**src/rtl/cmp_evt_pkg.sv**
```systemverilog
// constants, field layout and carrier types for the comparator event logic
// assumes a 100 MHz system clock and a 32-bit AXI4-Lite register port
package cmp_evt_pkg;

   localparam int NUM_CMP = 2;
   localparam int ADDR_W  = 8;

   // register byte offsets
   localparam logic [7:0] OFF_CFG_FIRST   = 8'h00;
   localparam logic [7:0] OFF_CFG_SECOND  = 8'h04;
   localparam logic [7:0] OFF_IEN_FIRST   = 8'h08;
   localparam logic [7:0] OFF_IEN_SECOND  = 8'h0c;
   localparam logic [7:0] OFF_EVT_STATUS  = 8'h10;
   localparam logic [7:0] OFF_EVT_MASK    = 8'h14;
   localparam logic [7:0] OFF_PIN_STATUS  = 8'h18;

   // comparator configuration register fields
   localparam int CFG_FLAG_BIT   = 0;
   localparam int CFG_RESULT_BIT = 1;
   localparam int CFG_OE_BIT     = 2;
   localparam int CFG_REF_BIT    = 3;
   localparam int CFG_POS_BIT    = 4;
   localparam int CFG_EN_BIT     = 5;

   // interrupt enable fields
   localparam int GLOBAL_EN_BIT  = 7;
   localparam int CHAN_EN_BIT0   = 0;

   // pin status fields: result levels at 0, settled flags at this base
   localparam int SETTLED_BIT0   = 4;

   // reset values
   localparam logic [7:0] CFG_RESET  = 8'h00;
   localparam logic [7:0] IEN_RESET  = 8'h00;
   localparam logic [1:0] EVT_RESET  = 2'h0;

   // start-up time of a comparator after switch-on
   localparam int STARTUP_NS     = 10000;
   localparam int CLK_PERIOD_NS  = 10;
   localparam int STARTUP_CYCLES = (STARTUP_NS + CLK_PERIOD_NS - 1) / CLK_PERIOD_NS;

   // bus responses
   localparam logic [1:0] RESP_OKAY   = 2'h0;
   localparam logic [1:0] RESP_SLVERR = 2'h2;

   typedef struct packed {
      logic enable;
      logic posSelB;
      logic refInternal;
      logic outEnable;
   } cmp_cfg_s;

   typedef struct packed {
      logic pinOut;
      logic pinOe;
   } pin_drive_s;

endpackage : cmp_evt_pkg

```
**src/rtl/comparator_event_logic.sv**
```systemverilog
// register, flag, interrupt and pin logic of two analog comparators
// assumes the analog macro and the core's power state share clk_sys
// Functional notes
// - set change flag on every output edge
// - request needs flag, local and global enable
// - change flag readable at all times
// - comparators keep running in Idle/Power Down
// - enabled change in low power wakes processor
// - flag stays set; software clears it
// - flag at bit 0, cleared by writing zero
// - value 24h: on, input A, external ref, pin
// - positive input A or B, shared negative pin
// - internal reference selectable instead of pin
// - first result to P0.6, second to P0.0
//
// The register addresses and the AXI4-Lite slave port are this design's own decisions.
`timescale 1ns/1ps
module comparator_event_logic #(
   parameter int SETTLE_CYCLES = cmp_evt_pkg::STARTUP_CYCLES
) (
   input  wire logic        clk_sys,       // system clock
   input  wire logic        sys_rst,       // synchronous reset, high
   // axi4-lite slave
   input  wire logic [7:0]  s_axi_awaddr,  // write address
   input  wire logic        s_axi_awvalid, // write address valid
   output logic             s_axi_awready, // write address ready
   input  wire logic [31:0] s_axi_wdata,   // write data
   input  wire logic [3:0]  s_axi_wstrb,   // write strobes
   input  wire logic        s_axi_wvalid,  // write data valid
   output logic             s_axi_wready,  // write data ready
   output logic [1:0]       s_axi_bresp,   // write response
   output logic             s_axi_bvalid,  // write response valid
   input  wire logic        s_axi_bready,  // write response ready
   input  wire logic [7:0]  s_axi_araddr,  // read address
   input  wire logic        s_axi_arvalid, // read address valid
   output logic             s_axi_arready, // read address ready
   output logic [31:0]      s_axi_rdata,   // read data
   output logic [1:0]       s_axi_rresp,   // read response
   output logic             s_axi_rvalid,  // read data valid
   input  wire logic        s_axi_rready,  // read data ready
   // analog side
   input  wire logic [1:0]  rawResult,     // comparator results, async
   output logic [1:0]       cmpEnable,     // comparator power on
   output logic [1:0]       posSelB,       // positive input: 0 A, 1 B
   output logic [1:0]       refInternal,   // negative: 0 ref pin, 1 internal
   // pins
   output logic             port0Bit6Out,  // first comparator output
   output logic             port0Bit6Oe,   // drive enable of P0.6
   output logic             port0Bit0Out,  // second comparator output
   output logic             port0Bit0Oe,   // drive enable of P0.0
   // core side
   input  wire logic        lowPower,      // core in idle or power down
   output logic [1:0]       cmpIrqReq,     // per comparator request
   output logic             wakeReq,       // wake the core
   output logic             irq            // unmasked event pending
);
   localparam int N = cmp_evt_pkg::NUM_CMP;

   cmp_evt_pkg::cmp_cfg_s   cfg_q [N];
   cmp_evt_pkg::cmp_cfg_s   cfg_d [N];
   cmp_evt_pkg::pin_drive_s pin_q [N];
   cmp_evt_pkg::pin_drive_s pin_d [N];
   logic [N-1:0] flag_q, flag_d;
   logic [N-1:0] level, change, settled;
   logic         globalEn_q, globalEn_d;
   logic [N-1:0] chanEn_q, chanEn_d;
   logic [N-1:0] evtStatus_q, evtStatus_d;
   logic [N-1:0] evtMask_q, evtMask_d;
   logic [N-1:0] irqReq_q, irqReq_d;
   logic         wake_q, wake_d, irq_q, irq_d;

   // bus state
   logic        awHeld_q, awHeld_d, wHeld_q, wHeld_d;
   logic [7:0]  awAddr_q, awAddr_d;
   logic [31:0] wData_q, wData_d;
   logic        wByte0_q, wByte0_d;
   logic        awready_q, awready_d, wready_q, wready_d;
   logic        bvalid_q, bvalid_d, arready_q, arready_d;
   logic        rvalid_q, rvalid_d;
   logic [1:0]  bresp_q, bresp_d, rresp_q, rresp_d;
   logic [31:0] rdata_q, rdata_d;
   logic        wrEn, wrHit, wrByte;
   logic [7:0]  wrVal;
   logic [7:0]  rdVal;
   logic        rdHit;

   // per comparator datapath
   for (genvar i = 0; i < N; i++) begin : g_chan
      cmp_channel #(
         .SETTLE_CYCLES(SETTLE_CYCLES)
      ) u_chan (
         .clk_sys  (clk_sys),
         .sys_rst  (sys_rst),
         .enable   (cfg_q[i].enable),
         .rawResult(rawResult[i]),
         .level    (level[i]),
         .change   (change[i]),
         .settled  (settled[i])
      );
      assign cmpEnable[i]   = cfg_q[i].enable;
      assign posSelB[i]     = cfg_q[i].posSelB;
      assign refInternal[i] = cfg_q[i].refInternal;
   end

   function automatic logic [7:0] cfgByte(cmp_evt_pkg::cmp_cfg_s c, logic res,
                                          logic flg);
      logic [7:0] b;
      b = 8'h00;
      b[cmp_evt_pkg::CFG_EN_BIT]     = c.enable;
      b[cmp_evt_pkg::CFG_POS_BIT]    = c.posSelB;
      b[cmp_evt_pkg::CFG_REF_BIT]    = c.refInternal;
      b[cmp_evt_pkg::CFG_OE_BIT]     = c.outEnable;
      b[cmp_evt_pkg::CFG_RESULT_BIT] = res;
      b[cmp_evt_pkg::CFG_FLAG_BIT]   = flg;
      return b;
   endfunction : cfgByte

   // write channel
   always_comb begin
      awHeld_d = awHeld_q;
      awAddr_d = awAddr_q;
      wHeld_d  = wHeld_q;
      wData_d  = wData_q;
      wByte0_d = wByte0_q;
      bvalid_d = bvalid_q;
      bresp_d  = bresp_q;
      if (s_axi_awvalid && awready_q) begin
         awHeld_d = 1'b1;
         awAddr_d = s_axi_awaddr;
      end
      if (s_axi_wvalid && wready_q) begin
         wHeld_d  = 1'b1;
         wData_d  = s_axi_wdata;
         wByte0_d = s_axi_wstrb[0];
      end
      wrEn  = awHeld_q && wHeld_q && !bvalid_q;
      wrVal = wData_q[7:0];
      unique case (awAddr_q)
         cmp_evt_pkg::OFF_CFG_FIRST, cmp_evt_pkg::OFF_CFG_SECOND,
         cmp_evt_pkg::OFF_IEN_FIRST, cmp_evt_pkg::OFF_IEN_SECOND,
         cmp_evt_pkg::OFF_EVT_STATUS, cmp_evt_pkg::OFF_EVT_MASK,
         cmp_evt_pkg::OFF_PIN_STATUS: wrHit = 1'b1;
         default: wrHit = 1'b0;
      endcase
      wrByte = wrEn && wrHit && wByte0_q;
      if (wrEn) begin
         awHeld_d = 1'b0;
         wHeld_d  = 1'b0;
         bvalid_d = 1'b1;
         bresp_d  = wrHit ? cmp_evt_pkg::RESP_OKAY : cmp_evt_pkg::RESP_SLVERR;
      end else if (bvalid_q && s_axi_bready) begin
         bvalid_d = 1'b0;
      end
      awready_d = !awHeld_d && !bvalid_d;
      wready_d  = !wHeld_d && !bvalid_d;
   end

   // read channel
   always_comb begin
      rdHit = 1'b1;
      unique case (s_axi_araddr)
         cmp_evt_pkg::OFF_CFG_FIRST:
            rdVal = cfgByte(cfg_q[0], level[0], flag_q[0]);
         cmp_evt_pkg::OFF_CFG_SECOND:
            rdVal = cfgByte(cfg_q[1], level[1], flag_q[1]);
         cmp_evt_pkg::OFF_IEN_FIRST:
            rdVal = {globalEn_q, 7'h00};
         cmp_evt_pkg::OFF_IEN_SECOND:
            rdVal = {6'h00, chanEn_q};
         cmp_evt_pkg::OFF_EVT_STATUS:
            rdVal = {6'h00, evtStatus_q};
         cmp_evt_pkg::OFF_EVT_MASK:
            rdVal = {6'h00, evtMask_q};
         cmp_evt_pkg::OFF_PIN_STATUS:
            rdVal = {2'h0, settled, 2'h0, level};
         default: begin
            rdVal = 8'h00;
            rdHit = 1'b0;
         end
      endcase
      rvalid_d = rvalid_q;
      rdata_d  = rdata_q;
      rresp_d  = rresp_q;
      if (s_axi_arvalid && arready_q) begin
         rvalid_d = 1'b1;
         rdata_d  = {24'h000000, rdVal};
         rresp_d  = rdHit ? cmp_evt_pkg::RESP_OKAY : cmp_evt_pkg::RESP_SLVERR;
      end else if (rvalid_q && s_axi_rready) begin
         rvalid_d = 1'b0;
      end
      arready_d = !rvalid_d;
   end

   // configuration, flags, enables and events
   always_comb begin
      globalEn_d  = globalEn_q;
      chanEn_d    = chanEn_q;
      evtMask_d   = evtMask_q;
      evtStatus_d = evtStatus_q;
      if (wrByte && awAddr_q == cmp_evt_pkg::OFF_IEN_FIRST) begin
         globalEn_d = wrVal[cmp_evt_pkg::GLOBAL_EN_BIT];
      end
      if (wrByte && awAddr_q == cmp_evt_pkg::OFF_IEN_SECOND) begin
         chanEn_d = wrVal[cmp_evt_pkg::CHAN_EN_BIT0 +: N];
      end
      if (wrByte && awAddr_q == cmp_evt_pkg::OFF_EVT_MASK) begin
         evtMask_d = wrVal[N-1:0];
      end
      if (wrByte && awAddr_q == cmp_evt_pkg::OFF_EVT_STATUS) begin
         evtStatus_d = evtStatus_q & ~wrVal[N-1:0];
      end
      evtStatus_d = evtStatus_d | change; // set wins over clear
      for (int i = 0; i < N; i++) begin
         cfg_d[i]  = cfg_q[i];
         flag_d[i] = flag_q[i];
         if (wrByte && awAddr_q == (i == 0 ? cmp_evt_pkg::OFF_CFG_FIRST
                                           : cmp_evt_pkg::OFF_CFG_SECOND)) begin
            cfg_d[i].enable      = wrVal[cmp_evt_pkg::CFG_EN_BIT];
            cfg_d[i].posSelB     = wrVal[cmp_evt_pkg::CFG_POS_BIT];
            cfg_d[i].refInternal = wrVal[cmp_evt_pkg::CFG_REF_BIT];
            cfg_d[i].outEnable   = wrVal[cmp_evt_pkg::CFG_OE_BIT];
            flag_d[i]            = wrVal[cmp_evt_pkg::CFG_FLAG_BIT];
         end
         // edge sets the flag even during a clearing write
         flag_d[i] = flag_d[i] | change[i];
         pin_d[i].pinOut = cfg_d[i].outEnable & level[i];
         pin_d[i].pinOe  = cfg_d[i].enable & cfg_d[i].outEnable;
      end
      irqReq_d = flag_d & chanEn_d & {N{globalEn_d}};
      wake_d   = lowPower && (|irqReq_d);
      irq_d    = |(evtStatus_d & evtMask_d);
   end

   always_ff @(posedge clk_sys) begin
      if (sys_rst) begin
         awHeld_q    <= 1'b0;
         awAddr_q    <= 8'h00;
         wHeld_q     <= 1'b0;
         wData_q     <= 32'h00000000;
         wByte0_q    <= 1'b0;
         awready_q   <= 1'b0;
         wready_q    <= 1'b0;
         bvalid_q    <= 1'b0;
         bresp_q     <= cmp_evt_pkg::RESP_OKAY;
         arready_q   <= 1'b0;
         rvalid_q    <= 1'b0;
         rdata_q     <= 32'h00000000;
         rresp_q     <= cmp_evt_pkg::RESP_OKAY;
         globalEn_q  <= cmp_evt_pkg::IEN_RESET[cmp_evt_pkg::GLOBAL_EN_BIT];
         chanEn_q    <= cmp_evt_pkg::IEN_RESET[N-1:0];
         evtStatus_q <= cmp_evt_pkg::EVT_RESET;
         evtMask_q   <= cmp_evt_pkg::EVT_RESET;
         irqReq_q    <= '0;
         wake_q      <= 1'b0;
         irq_q       <= 1'b0;
         for (int i = 0; i < N; i++) begin
            cfg_q[i]  <= '0;
            flag_q[i] <= cmp_evt_pkg::CFG_RESET[cmp_evt_pkg::CFG_FLAG_BIT];
            pin_q[i]  <= '0;
         end
      end else begin
         awHeld_q    <= awHeld_d;
         awAddr_q    <= awAddr_d;
         wHeld_q     <= wHeld_d;
         wData_q     <= wData_d;
         wByte0_q    <= wByte0_d;
         awready_q   <= awready_d;
         wready_q    <= wready_d;
         bvalid_q    <= bvalid_d;
         bresp_q     <= bresp_d;
         arready_q   <= arready_d;
         rvalid_q    <= rvalid_d;
         rdata_q     <= rdata_d;
         rresp_q     <= rresp_d;
         globalEn_q  <= globalEn_d;
         chanEn_q    <= chanEn_d;
         evtStatus_q <= evtStatus_d;
         evtMask_q   <= evtMask_d;
         irqReq_q    <= irqReq_d;
         wake_q      <= wake_d;
         irq_q       <= irq_d;
         for (int i = 0; i < N; i++) begin
            cfg_q[i]  <= cfg_d[i];
            flag_q[i] <= flag_d[i];
            pin_q[i]  <= pin_d[i];
         end
      end
   end

   assign s_axi_awready = awready_q;
   assign s_axi_wready  = wready_q;
   assign s_axi_bvalid  = bvalid_q;
   assign s_axi_bresp   = bresp_q;
   assign s_axi_arready = arready_q;
   assign s_axi_rvalid  = rvalid_q;
   assign s_axi_rdata   = rdata_q;
   assign s_axi_rresp   = rresp_q;
   assign port0Bit6Out  = pin_q[0].pinOut;
   assign port0Bit6Oe   = pin_q[0].pinOe;
   assign port0Bit0Out  = pin_q[1].pinOut;
   assign port0Bit0Oe   = pin_q[1].pinOe;
   assign cmpIrqReq     = irqReq_q;
   assign wakeReq       = wake_q;
   assign irq           = irq_q;

endmodule : comparator_event_logic

```
**src/rtl/cmp_channel.sv**
```systemverilog
// one comparator channel: result synchroniser, change detect, settle timer
// assumes rawResult comes asynchronously from the analog comparator
`timescale 1ns/1ps
module cmp_channel #(
   parameter int SETTLE_CYCLES = cmp_evt_pkg::STARTUP_CYCLES
) (
   input  wire logic clk_sys,    // system clock
   input  wire logic sys_rst,    // synchronous reset, high
   input  wire logic enable,     // comparator switched on
   input  wire logic rawResult,  // analog comparator result
   output logic      level,      // synchronised result
   output logic      change,     // one-cycle pulse per edge
   output logic      settled     // start-up time elapsed
);
   localparam int CW = $clog2(SETTLE_CYCLES + 1);
   localparam logic [CW-1:0] SETTLE_MAX = CW'(SETTLE_CYCLES);

   logic          sync1_q, sync2_q, prev_q, change_q, settled_q;
   logic          prev_d, change_d, settled_d;
   logic [CW-1:0] cnt_q, cnt_d;

   always_comb begin
      // edge found by comparing with the previous level
      change_d = enable && (sync2_q != prev_q);
      prev_d   = sync2_q;
      if (!enable) begin
         cnt_d = '0;
      end else if (cnt_q != SETTLE_MAX) begin
         cnt_d = cnt_q + CW'(1);
      end else begin
         cnt_d = cnt_q;
      end
      settled_d = enable && (cnt_d == SETTLE_MAX);
   end

   always_ff @(posedge clk_sys) begin
      if (sys_rst) begin
         sync1_q   <= 1'b0;
         sync2_q   <= 1'b0;
         prev_q    <= 1'b0;
         change_q  <= 1'b0;
         settled_q <= 1'b0;
         cnt_q     <= '0;
      end else begin
         sync1_q   <= rawResult;
         sync2_q   <= sync1_q;
         prev_q    <= prev_d;
         change_q  <= change_d;
         settled_q <= settled_d;
         cnt_q     <= cnt_d;
      end
   end

   assign level   = prev_q;
   assign change  = change_q;
   assign settled = settled_q;

endmodule : cmp_channel

```
**config.mk**
```make
export PLATFORM = sky130hd
export DESIGN_NAME = comparator_event_logic
export DESIGN_NICKNAME = d
export VERILOG_FILES = /design/src/rtl/cmp_evt_pkg.sv /design/src/rtl/comparator_event_logic.sv /design/src/rtl/cmp_channel.sv
export SDC_FILE = /design/constraint.sdc
export NUM_CORES = 1
export LEC_CHECK = 0
export BUFFER_PORTS_ARGS = -buffer_cell sky130_fd_sc_hd__buf_2
export CAP_MARGIN = 20
export CORE_UTILIZATION = 51
export CTS_BUF_LIST = sky130_fd_sc_hd__clkbuf_4 sky130_fd_sc_hd__clkbuf_8 sky130_fd_sc_hd__clkbuf_16
export DETAILED_ROUTE_END_ITERATION = 10
export PLACE_DENSITY = 0.82
export SYNTH_ARGS = -nofsm -noshare
export SYNTH_HDL_FRONTEND = slang
export SYNTH_SLANG_ARGS = --single-unit
```
**constraint.sdc**
```tcl
create_clock -name clk_sys -period 2.2 [get_ports clk_sys]
set_input_delay 0.11 -clock clk_sys [delete_from_list [all_inputs] [get_ports clk_sys]]
set_output_delay 0.11 -clock clk_sys [all_outputs]
set_load 0.005 [all_outputs]
```
== After elaboration in Yosys (flattened, before gate mapping) ==
Memories as Yosys holds them, arrays and structs flattened.
Index checks and enable logic that the tools add are counted.
Storage, ports and cells
  logic and storage cells: 136
  bits in registers: 79
  memories kept: 2
  memory bits (writable): 12
  output and inout port bits: 55
  input port bits: 62
Operators by class
  equal/unequal tests: 18
  bitwise operators: 16
  add/subtract/negate cells: 2
  reduce and logical (&&, ||, !) cells: 33
  muxes and demuxes: 32
Memories
  cfg_q: words 2, bits a word 4, read ports 2, clocked after Yosys merged registers in 0, wr ports 2, line comparator_event_logic.sv:59  | cmp_evt_pkg::cmp_cfg_s cfg_q [N];
  pin_q: words 2, bits a word 2, read ports 2, clocked after Yosys merged registers in 0, wr ports 2, line comparator_event_logic.sv:61  | cmp_evt_pkg::pin_drive_s pin_q [N];
Operator list (count)
  one-hot mux 8 bit (7 select lines): 1
  equality test 8 x 5 -> 1 bit, second input constant: 6
  2-to-1 mux 10 bit: 4
  equality test 8 x 4 -> 1 bit, second input constant: 4
  logical AND 1 bit: 22
  adder 10 x 1 -> 10 bit, second input constant: 2
  equality test 10 bit, second input constant: 2
  inequality test 10 bit, second input constant: 2
  equality test 8 x 3 -> 1 bit, second input constant: 2
  zero test 8 bit: 2
  2-to-1 mux 1 bit: 16
  2-to-1 mux 4 bit: 4
  2-to-1 mux 2 bit: 7
  OR reduction 7 bit: 2
  bitwise AND 2 bit: 4
  bitwise OR 1 bit: 6
  zero test 1 bit: 5
  bitwise AND 1 bit: 4
  OR reduction 2 bit: 2
  inequality test 1 bit: 2
  inverter 2 bit: 1
  bitwise OR 2 bit: 1

== Logic depth before layout (Yosys ltp) ==
Gate-level depths: netlist (run 1).
  depth in word-level cells: 12
  mapped depth: 7
  mapped depth without buffers: 7

== Cells and area by module ==
Synthesis (run 1) repeated with hierarchy kept, for this count alone.
Unflattened totals
  cell total of the unflattened synthesis: 444
  area total of the unflattened synthesis: 3946.3 µm²
Modules (own cells, without submodules)
  comparator_event_logic: cells each 286, sequential area each 1141.1 µm², times used 1, area an instance 2547.4 µm²
  cmp_channel: cells each 79, sequential area each 300.3 µm², times used 2, area an instance 699.4 µm²

== Least setup slack after synthesis (run 1) ==
No wires, ideal clock.
  kind: register -> register
  start point: register awAddr_q[1]
  end point: register wake_q, in the netlist wakeReq
  setup time: 0.116 ns
  data arrival time: 1.541 ns
  slack: 0.542 ns
  cell stages (with the launch flop): 6
  buffers on the path: 0
  required time: 2.084 ns
  period minus slack after synthesis: 1.658 ns
  path through: dfxtp_1 nor4_4 nand4b_2 mux2i_1 a21oi_1 o211a_1
On the way
  word-level cells in the longest chain between the ends: 12
  elaborated cells on any way between the ends: 25
  those cells by class: 6 x eq/ne; 5 x mux; 4 x bitwise; 10 x reduce/logical
RTL lines
  from (decl): line comparator_event_logic.sv:74  | logic [7:0] awAddr_q, awAddr_d;
  from (signal assigned): line comparator_event_logic.sv:263  | awAddr_q <= awAddr_d;
  equality test 8 x 4 -> 1 bit (tied with other cells): line comparator_event_logic.sv:138, comparator_event_logic.sv:200
  OR reduction 7 bit: line comparator_event_logic.sv:138  | unique case (awAddr_q)
  2-to-1 mux 1 bit: line comparator_event_logic.sv:138
  logical AND 1 bit (2 in a row): line comparator_event_logic.sv:145  | wrByte = wrEn && wrHit && wByte0_q;
  logical AND 1 bit: line comparator_event_logic.sv:216  | if (wrByte && awAddr_q == (i == 0 ? cmp_evt_pkg::OFF_CFG_FIRST
  2-to-1 mux 1 bit: line comparator_event_logic.sv:216
  bitwise OR 1 bit: line comparator_event_logic.sv:225  | flag_d[i] = flag_d[i] | change[i];
  bitwise AND 2 bit: line comparator_event_logic.sv:229  | irqReq_d = flag_d & chanEn_d & {N{globalEn_d}};
  bitwise AND 2 bit (*): line comparator_event_logic.sv:229
  OR reduction 2 bit (*): line comparator_event_logic.sv:230  | wake_d = lowPower && (|irqReq_d);
  logical AND 1 bit (*): line comparator_event_logic.sv:230
  to (signal assigned): line comparator_event_logic.sv:280  | wake_q <= wake_d;
  to (decl): line comparator_event_logic.sv:70  | logic wake_q, wake_d, irq_q, irq_d;
Every way passes the cells marked *; elsewhere a longest branch is shown, timed or not.
A chain may end at the register's enable or synchronous reset.

== Worst setup path after layout (run 1) ==
  start point: register awAddr_q[1]
  end point: register irq_q, in the netlist irq
On the way
  word-level cells in the longest chain between the ends: 10
  elaborated cells on any way between the ends: 18
  those cells by class: 6 x eq/ne; 3 x mux; 2 x bitwise; 7 x reduce/logical
RTL lines
  equality test 8 x 4 -> 1 bit (tied with other cells): line comparator_event_logic.sv:138
  OR reduction 7 bit: line comparator_event_logic.sv:138
  2-to-1 mux 1 bit: line comparator_event_logic.sv:138
  logical AND 1 bit (2 in a row): line comparator_event_logic.sv:145
  logical AND 1 bit: line comparator_event_logic.sv:209  | if (wrByte && awAddr_q == cmp_evt_pkg::OFF_EVT_STATUS) begin
  2-to-1 mux 2 bit: line comparator_event_logic.sv:209
  bitwise OR 2 bit: line comparator_event_logic.sv:212  | evtStatus_d = evtStatus_d | change;
  bitwise AND 2 bit (*): line comparator_event_logic.sv:231  | irq_d = |(evtStatus_d & evtMask_d);
  OR reduction 2 bit (*): line comparator_event_logic.sv:231
  to (signal assigned): line comparator_event_logic.sv:281  | irq_q <= irq_d;
  to (decl): line comparator_event_logic.sv:70
Marks and branches as above.

==> results.txt, run 1 <==
----------------------------------------------------
[Synth]
  Yosys cell types ... 45
  Gate Count Post-Synth ... 428
  Top flip-flop cell by instance count after synthesis ... sky130_fd_sc_hd__dfxtp_1
  Number of register bits inferred by synthesis ... 87
  EDFF count, synth ... 0
  Mean area per synthesized cell ... 8.846 um2
  Warnings, synthesis ... 0
  Synthesized cell area ... 0.003786 mm2
  Share of synthesized area occupied by flip-flops and latches ... 0.4600
  Asr flop ratio synth ... 0

[Hold path]
  Hold crit path type ... in2reg

[Cells and area]
  Register area ... 0.001742 mm2
  Most common library cell in the layout ignoring fill and taps ... sky130_fd_sc_hd__dfxtp_1
  Share of layout cells above drive strength 1 ... 0.1759
  Synthesis-to-layout area growth ... 16.79%
  Combined area of the multi-input logic cells ... 0.001807 mm2
  Number of nets in the layout ... 568
  Number of fill cells in the layout ... 616
  Layout Cells excl Fill ... 605
  Most frequent cells in the layout ... sky130_fd_sc_hd__dfxtp_1, sky130_fd_sc_hd__buf_2, sky130_fd_sc_hd__nor2_1
  Count of antenna diodes in the layout ... 0

[Timing]
  Number of hold violations in the final report ... 0
  Highest clock frequency the design can meet ... 0.5281 GHz
  Max transition margin ... 0.6181
  Worst-case clock skew ... 0.01038 ns
  Number of endpoints failing setup at the final stage ... 0
  Number of max-slew violations in the final report ... 0
  Final critical-path share of the clock period ... 0.8608
  Min Tclk post-route ... 1.894 ns
  Sum Neg Setup Slack ... 0 ns
  Setup repair after global routing missed its margin ... false
  Slew of the pin with the lowest slew margin ... 0.5677 ns

[Detailed routing]
  Via density per instance ... 5.177
  Count of unresolved DRC violations after routing ... 0
  DRT Pass-1 Iters ... 5
  Total wirelength of the detailed-routed design ... 8.013 mm
  Count of vias placed by the detailed router ... 3132
  DRT antenna net count ... 0
  DRT iter0 DRCs ... 124
  Final routed wire length divided by cell count ... 13.24 um

[Clocking]
  Clock-pin slew of the registers on the worst-case setup and hold paths ... 0.08 ns
  Total clock buffers created by CTS ... 9
  TritonCTS clock tree ... done
  Number of buffers on the longest clock path ... 2
  Clk_lat worst skew ... 0.35 ns
  CTS H-tree lvls ... 3
  Post-CTS resize count ... 0
  Number of buffers inserted to repair setup after CTS ... 0
  Cell chosen for the clock root ... sky130_fd_sc_hd__clkbuf_8
  Post-CTS Hold Buffers ... 18
  Total number of clock tree sinks ... 87

[Floorplanning]
  I/O pin count ... 117
  X dimension of the die ... 88.16 um
  Starting density of the core ... 0.5248
  Die area ... 0.007772 mm2
  Row count ... 31
  Die height ... 88.16 um
  Floorplan core area ... 0.007214 mm2

[Place]
  Number of port buffers ... 61
  GPL Wtd Cong ... 0.8410
  Placed insts ... 572
  Detailed Place HPWL ... 5.492 mm

[Run]
  Maxcap violations ... 0

[Power and ir drop]
  Pwr Density ... 662.3 mW/mm2
  Design Power ... 2928 uW
  Lkg Pwr ... 0.001873 uW
  Worst vdd ir ... 0.3645 mV

[Global route]
  Largest net degree at the start of global routing ... 36
  Global router's overall resource usage ... 0.2218
  Congestion Overflow GR ... 0
  Wire length of the first global-routing pass ... 13.28 mm
  Number of global-route vias before repair ... 2895
  Number of antenna violations at the first check in global routing ... 0

[Setup path]
  Type of element capturing the critical path ... flip-flop
  Crit path required time ... 2.42 ns
  Startpoint-to-endpoint class of the critical path ... reg2reg
  CP arrival ... 2.12 ns
  Critical-path cell with the highest stage delay ... sky130_fd_sc_hd__nor4_4
  Crit Path Max Fanout ... 6
  Largest stage delay, worst path ... 0.44 ns
  Critical path launch point type ... flip-flop
  Critical path, cell by cell ... nor4_4 > nand2_1 > nor3_1 > mux2i_1 > o22ai_1

[Status]
  Run status ... complete, no violations

----------------------------------------------------
-- worst max-delay path, delay by kind of cell (launching register included) --
kind | cells | cell delay [ns]
compound gates | 1 | 0.14
flops | 1 | 0.34
mux | 1 | 0.31
simple gates | 3 | 0.97
-- metal layers --
| layer | GRT usage | share of wire | up-vias |
|---|---|---|---|
| met2 | 0.3699 | 0.47 | 110 |
| met5 | 0 | 0 | - |
| met4 | 0.1144 | 0.030 | 0 |
| li1 | - | - | 1540 |
| met1 | 0.2752 | 0.45 | 1461 |
| met3 | 0.03770 | 0.049 | 21 |
-- power by group --
part	internal (uW)	leakage (uW)	switching, uW
Clock	576	0.000103	534
Sequential	1600	0.000705	26.4
Combinational	87.1	0.00107	102
Total	2270	0.00187	662
-- layout make-up --
cell class / count / share of cell area
clock buffers: 12 / 0.03452
clock inverters: 3 / 0.009904
inverters: 10 / 0.008489
multi-input cells: 311 / 0.4086
flip-flops and latches: 87 / 0.3939
well taps: 99 / 0.02801
repair buffers: 83 / 0.1166
-- flip-flops by register name (all words and copies together), names as in the netlist, 4 cells and up --
register / flops
s_axi_rdata: 7
wData_q: 7
g_chan.u_chan.cnt_q: 20
cfg_q: 8
awAddr_q: 8
pin_q: 4
-- worst paths after layout --
path / startpoint / to / slack (ns) / depth (start not counted)
max: awAddr_q[1] / irq / 0.31 / 5
min: lowPower / wakeReq / 0.01 / 2
max reg2reg: awAddr_q[1] / irq / 0.31 / 5
min reg2reg: s_axi_rdata[4] / s_axi_rdata[4] / 0.46 / 2
-- Yosys cell counts, drive strengths merged, types with 7 or more instances --
| cell type | n | area [um2] |
|---|---|---|
| a21oi | 25 | 125.1 |
| and2 | 7 | 43.79 |
| buf | 35 | 256.5 |
| clkbuf | 11 | 41.29 |
| dfxtp | 87 | 1742 |
| inv | 10 | 37.54 |
| mux2i | 22 | 220.2 |
| nand2 | 47 | 176.4 |
| nand3 | 16 | 80.08 |
| nand4 | 7 | 50.05 |
| nor2 | 60 | 225.2 |
| nor2b | 12 | 75.07 |
| nor3 | 7 | 35.03 |
| nor4 | 8 | 65.06 |
| o21ai | 10 | 50.05 |
| xnor2 | 10 | 87.58 |
| xor2 | 8 | 70.07 |
-- through the flow --
stage          area, um2  hold WS [ns]    util  worst slack [ns]
2_1_floorplan       3884        0.2382       -            0.5424
3_3_place_gp        4045        0.3177  0.5607            0.4103
3_5_place_dp        4045        0.3279  0.5607            0.3596
4_1_cts             4422       0.01149  0.6129            0.3126
5_1_grt             4422      0.004935  0.6129            0.1540
6_report            4422       0.01313  0.6129            0.3063
-- logic make-up (layout without fill, tap and decap cells) --
| kind of cell | Yosys count | after routing | synth area share |
|---|---|---|---|
| compound gates | 49 | 49 | 0.07568 |
| xor+xnor | 18 | 18 | 0.04164 |
| fa+ha+maj | 4 | 4 | 0.01322 |
| buf+inv | 56 | 108 | 0.08857 |
| flops | 87 | 87 | 0.4600 |
| mux | 25 | 25 | 0.06708 |
| other cells | 1 | 27 | 0.0009905 |
| simple gates | 188 | 188 | 0.2528 |
Power figures use the tool's default switching activity.
==> run 2, diff against run 1 <==
Settings changed: ABC_CLOCK_PERIOD_IN_PS from default to 2200, CTS_BUF_LIST sky130_fd_sc_hd__clkbuf_4 sky130_fd_sc_hd__clkbuf_8 sky130_fd_sc_hd__clkbuf_16 to sky130_fd_sc_hd__clkbuf_8 sky130_fd_sc_hd__clkbuf_16, REMOVE_ABC_BUFFERS from default to 1.
==> run 2 against run 1 <==
- die area stayed put
- via count decreased by 2.7%
- largest power group unchanged
- flip-flop and latch count stayed put
- clock power grew 5%
- largest cell class unchanged
- sequential share of layout area grew 0.33 points
- critical endpoint is now g_chan[0].u_chan.settled
- routed wire length fell by 4.4%
- non-clock buffer count shrank 5
- count of clock-buffer cells in the layout shrank 2
- register-to-register slack got worse by 0.02 ns
==> results.txt, run 2 (synthesis results as in run 1) <==
----------------------------------------------------
[Clocking]
  Cell chosen for the clock root ... sky130_fd_sc_hd__clkbuf_8
  Clock-pin slew of the registers on the worst-case setup and hold paths ... 0.08 ns
  CTS H-tree lvls ... 3
  Total number of clock tree sinks ... 87
  Clk_lat worst skew ... 0.35 ns
  TritonCTS clock tree ... done
  Total clock buffers created by CTS ... 9
  Post-CTS resize count ... 0
  Post-CTS Hold Buffers ... 12
  Number of buffers on the longest clock path ... 2
  Number of buffers inserted to repair setup after CTS ... 0

[Detailed routing]
  Count of vias placed by the detailed router ... 3047
  DRT iter0 DRCs ... 123
  Total wirelength of the detailed-routed design ... 7.661 mm
  DRT Pass-1 Iters ... 4
  Count of unresolved DRC violations after routing ... 0
  DRT antenna net count ... 0
  Via density per instance ... 5.078
  Final routed wire length divided by cell count ... 12.77 um

[Timing]
  Setup repair after global routing missed its margin ... false
  Number of endpoints failing setup at the final stage ... 0
  Worst-case clock skew ... 0.007133 ns
  Max transition margin ... 0.6513
  Number of max-slew violations in the final report ... 0
  Min Tclk post-route ... 1.917 ns
  Highest clock frequency the design can meet ... 0.5216 GHz
  Slew of the pin with the lowest slew margin ... 0.5183 ns
  Number of hold violations in the final report ... 0
  Final critical-path share of the clock period ... 0.8715
  Sum Neg Setup Slack ... 0 ns

[Run]
  Maxcap violations ... 0

[Cells and area]
  Synthesis-to-layout area growth ... 15.83%
  Count of antenna diodes in the layout ... 0
  Most common library cell in the layout ignoring fill and taps ... sky130_fd_sc_hd__dfxtp_1
  Number of fill cells in the layout ... 623
  Max reg flops ... 20
  Number of nets in the layout ... 563
  Most frequent cells in the layout ... sky130_fd_sc_hd__dfxtp_1, sky130_fd_sc_hd__buf_2, sky130_fd_sc_hd__nor2_1
  Top reg by flops ... g_chan.u_chan.cnt_q
  Non-Filler Cell Area, Final ... 0.004385 mm2
  Share of layout cells above drive strength 1 ... 0.1756
  Registers with the most flip-flops ... g_chan.u_chan.cnt_q (20), awAddr_q (8), cfg_q (8)

[Setup path]
  Top delay family on crit path ... simple AND/OR/NAND/NOR gates
  Startpoint-to-endpoint class of the critical path ... reg2reg
  Bufs and invs on worst path ... 1
  Type of element capturing the critical path ... flip-flop
  Critical-path cell with the highest stage delay ... sky130_fd_sc_hd__nor4b_4
  Largest stage delay, worst path ... 0.40 ns
  CP arrival ... 2.20 ns
  Critical path launch point type ... flip-flop
  Setup slack of the worst register-to-register path ... 0.28 ns
  Critical path, cell by cell ... inv_1 > ha_1 > nand4b_1 > nor4b_4 > mux2i_1 > nor4_1 > and4b_1
  Crit path required time ... 2.48 ns
  Crit Path Max Fanout ... 6

[Place]
  GPL Wtd Cong ... 0.8410
  DP Area ... 0.004053 mm2
  Number of port buffers ... 61
  Detailed Place HPWL ... 5.595 mm

[Global route]
  Global router's overall resource usage ... 0.2070
  Number of global-route vias before repair ... 2773
  Number of antenna violations at the first check in global routing ... 0
  Met1 GRT Util ... 0.2500
  Congestion Overflow GR ... 0
  Met2 track demand over resource in global routing ... 0.3545
  Busiest metal layer after global routing ... met2
  Wire length of the first global-routing pass ... 12.29 mm
  Largest net degree at the start of global routing ... 33
  Met3 Resource Use GR ... 0.05278

[Hold path]
  Hold crit path type ... in2reg

[Floorplanning]
  Floorplan core area ... 0.007214 mm2
  X dimension of the die ... 88.16 um
  Die height ... 88.16 um
  Row count ... 31
  Die area ... 0.007772 mm2
  I/O pin count ... 117
  Starting density of the core ... 0.5248

[Power and ir drop]
  Worst vdd ir ... 0.3098 mV
  Pwr Density ... 679.7 mW/mm2
  Lkg Pwr ... 0.001859 uW

[Status]
  Run status ... complete, no violations

----------------------------------------------------
==> run 2: cell count changes in the layout (fill, tap and decap cells not counted) <==
| cell | before | now |
|---|---|---|
| sky130_fd_sc_hd__clkinv_4 | 1 | 0 |
| sky130_fd_sc_hd__buf_4 | 4 | 5 |
| sky130_fd_sc_hd__inv_1 | 10 | 12 |
| sky130_fd_sc_hd__clkinvlp_4 | 0 | 1 |
| sky130_fd_sc_hd__clkbuf_4 | 2 | 0 |
| sky130_fd_sc_hd__bufinv_16 | 1 | 2 |
| sky130_fd_sc_hd__clkinv_2 | 1 | 0 |
| sky130_fd_sc_hd__dlygate4sd3_1 | 18 | 12 |
==> run 2: layout make-up <==
type | count | area (um2) | area share
multi-input combinational | 311 | 1807 | 0.4120
clock buffer | 10 | 137.6 | 0.03138
sequential | 87 | 1742 | 0.3971
inverter | 10 | 37.54 | 0.008559
tap | 99 | 123.9 | 0.02825
timing repair buffer | 78 | 462.9 | 0.1056
clock inverter | 5 | 75.07 | 0.01712
==> run 2: per-stage QoR <==
step	cells	power [uW]	utilization	hold slack, ns	worst slack [ns]
floorplan	408	1742	-	0.1791	0.5424
global placement	573	1820	0.5617	0.3254	0.4009
detailed placement	573	1827	0.5617	0.3451	0.3131
CTS	600	3004	0.6079	0.001839	0.2665
global route	600	3111	0.6079	0.004670	0.06842
finish	600	2981	0.6079	0.009754	0.2828
==> run 2: worst paths after layout <==
kind,start,endpoint,depth (start not counted)
setup reg to reg,g_chan[0].u_chan.cnt_q[0],g_chan[0].u_chan.settled,7
setup / recovery,g_chan[0].u_chan.cnt_q[0],g_chan[0].u_chan.settled,7
hold / removal,rawResult[0],g_chan[0].u_chan.sync1_q,2
hold reg to reg,g_chan[1].u_chan.sync1_q,g_chan[1].u_chan.prev_d,1
==> run 2: worst register-to-register path: cells and delay by family (launching register included) <==
kind,cells,cell delay (ns)
muxes,1,0.17
buffers and inverters,1,0.13
and+or+nand+nor,4,1.01
adders and majority gates,1,0.17
DFF,1,0.37
==> run 2: routing by layer <==
metal | wire, um | vias up
met4 | 119 | 0
met2 | 3760 | 92
met1 | 3428 | 1416
met5 | 0 | -
met3 | 353 | 15
li1 | - | 1524
==> run 2: power by group <==
group | internal [uW] | switching, uW
registers | 1600 | 26.4
logic | 80.2 | 96.9
clock network | 656 | 517
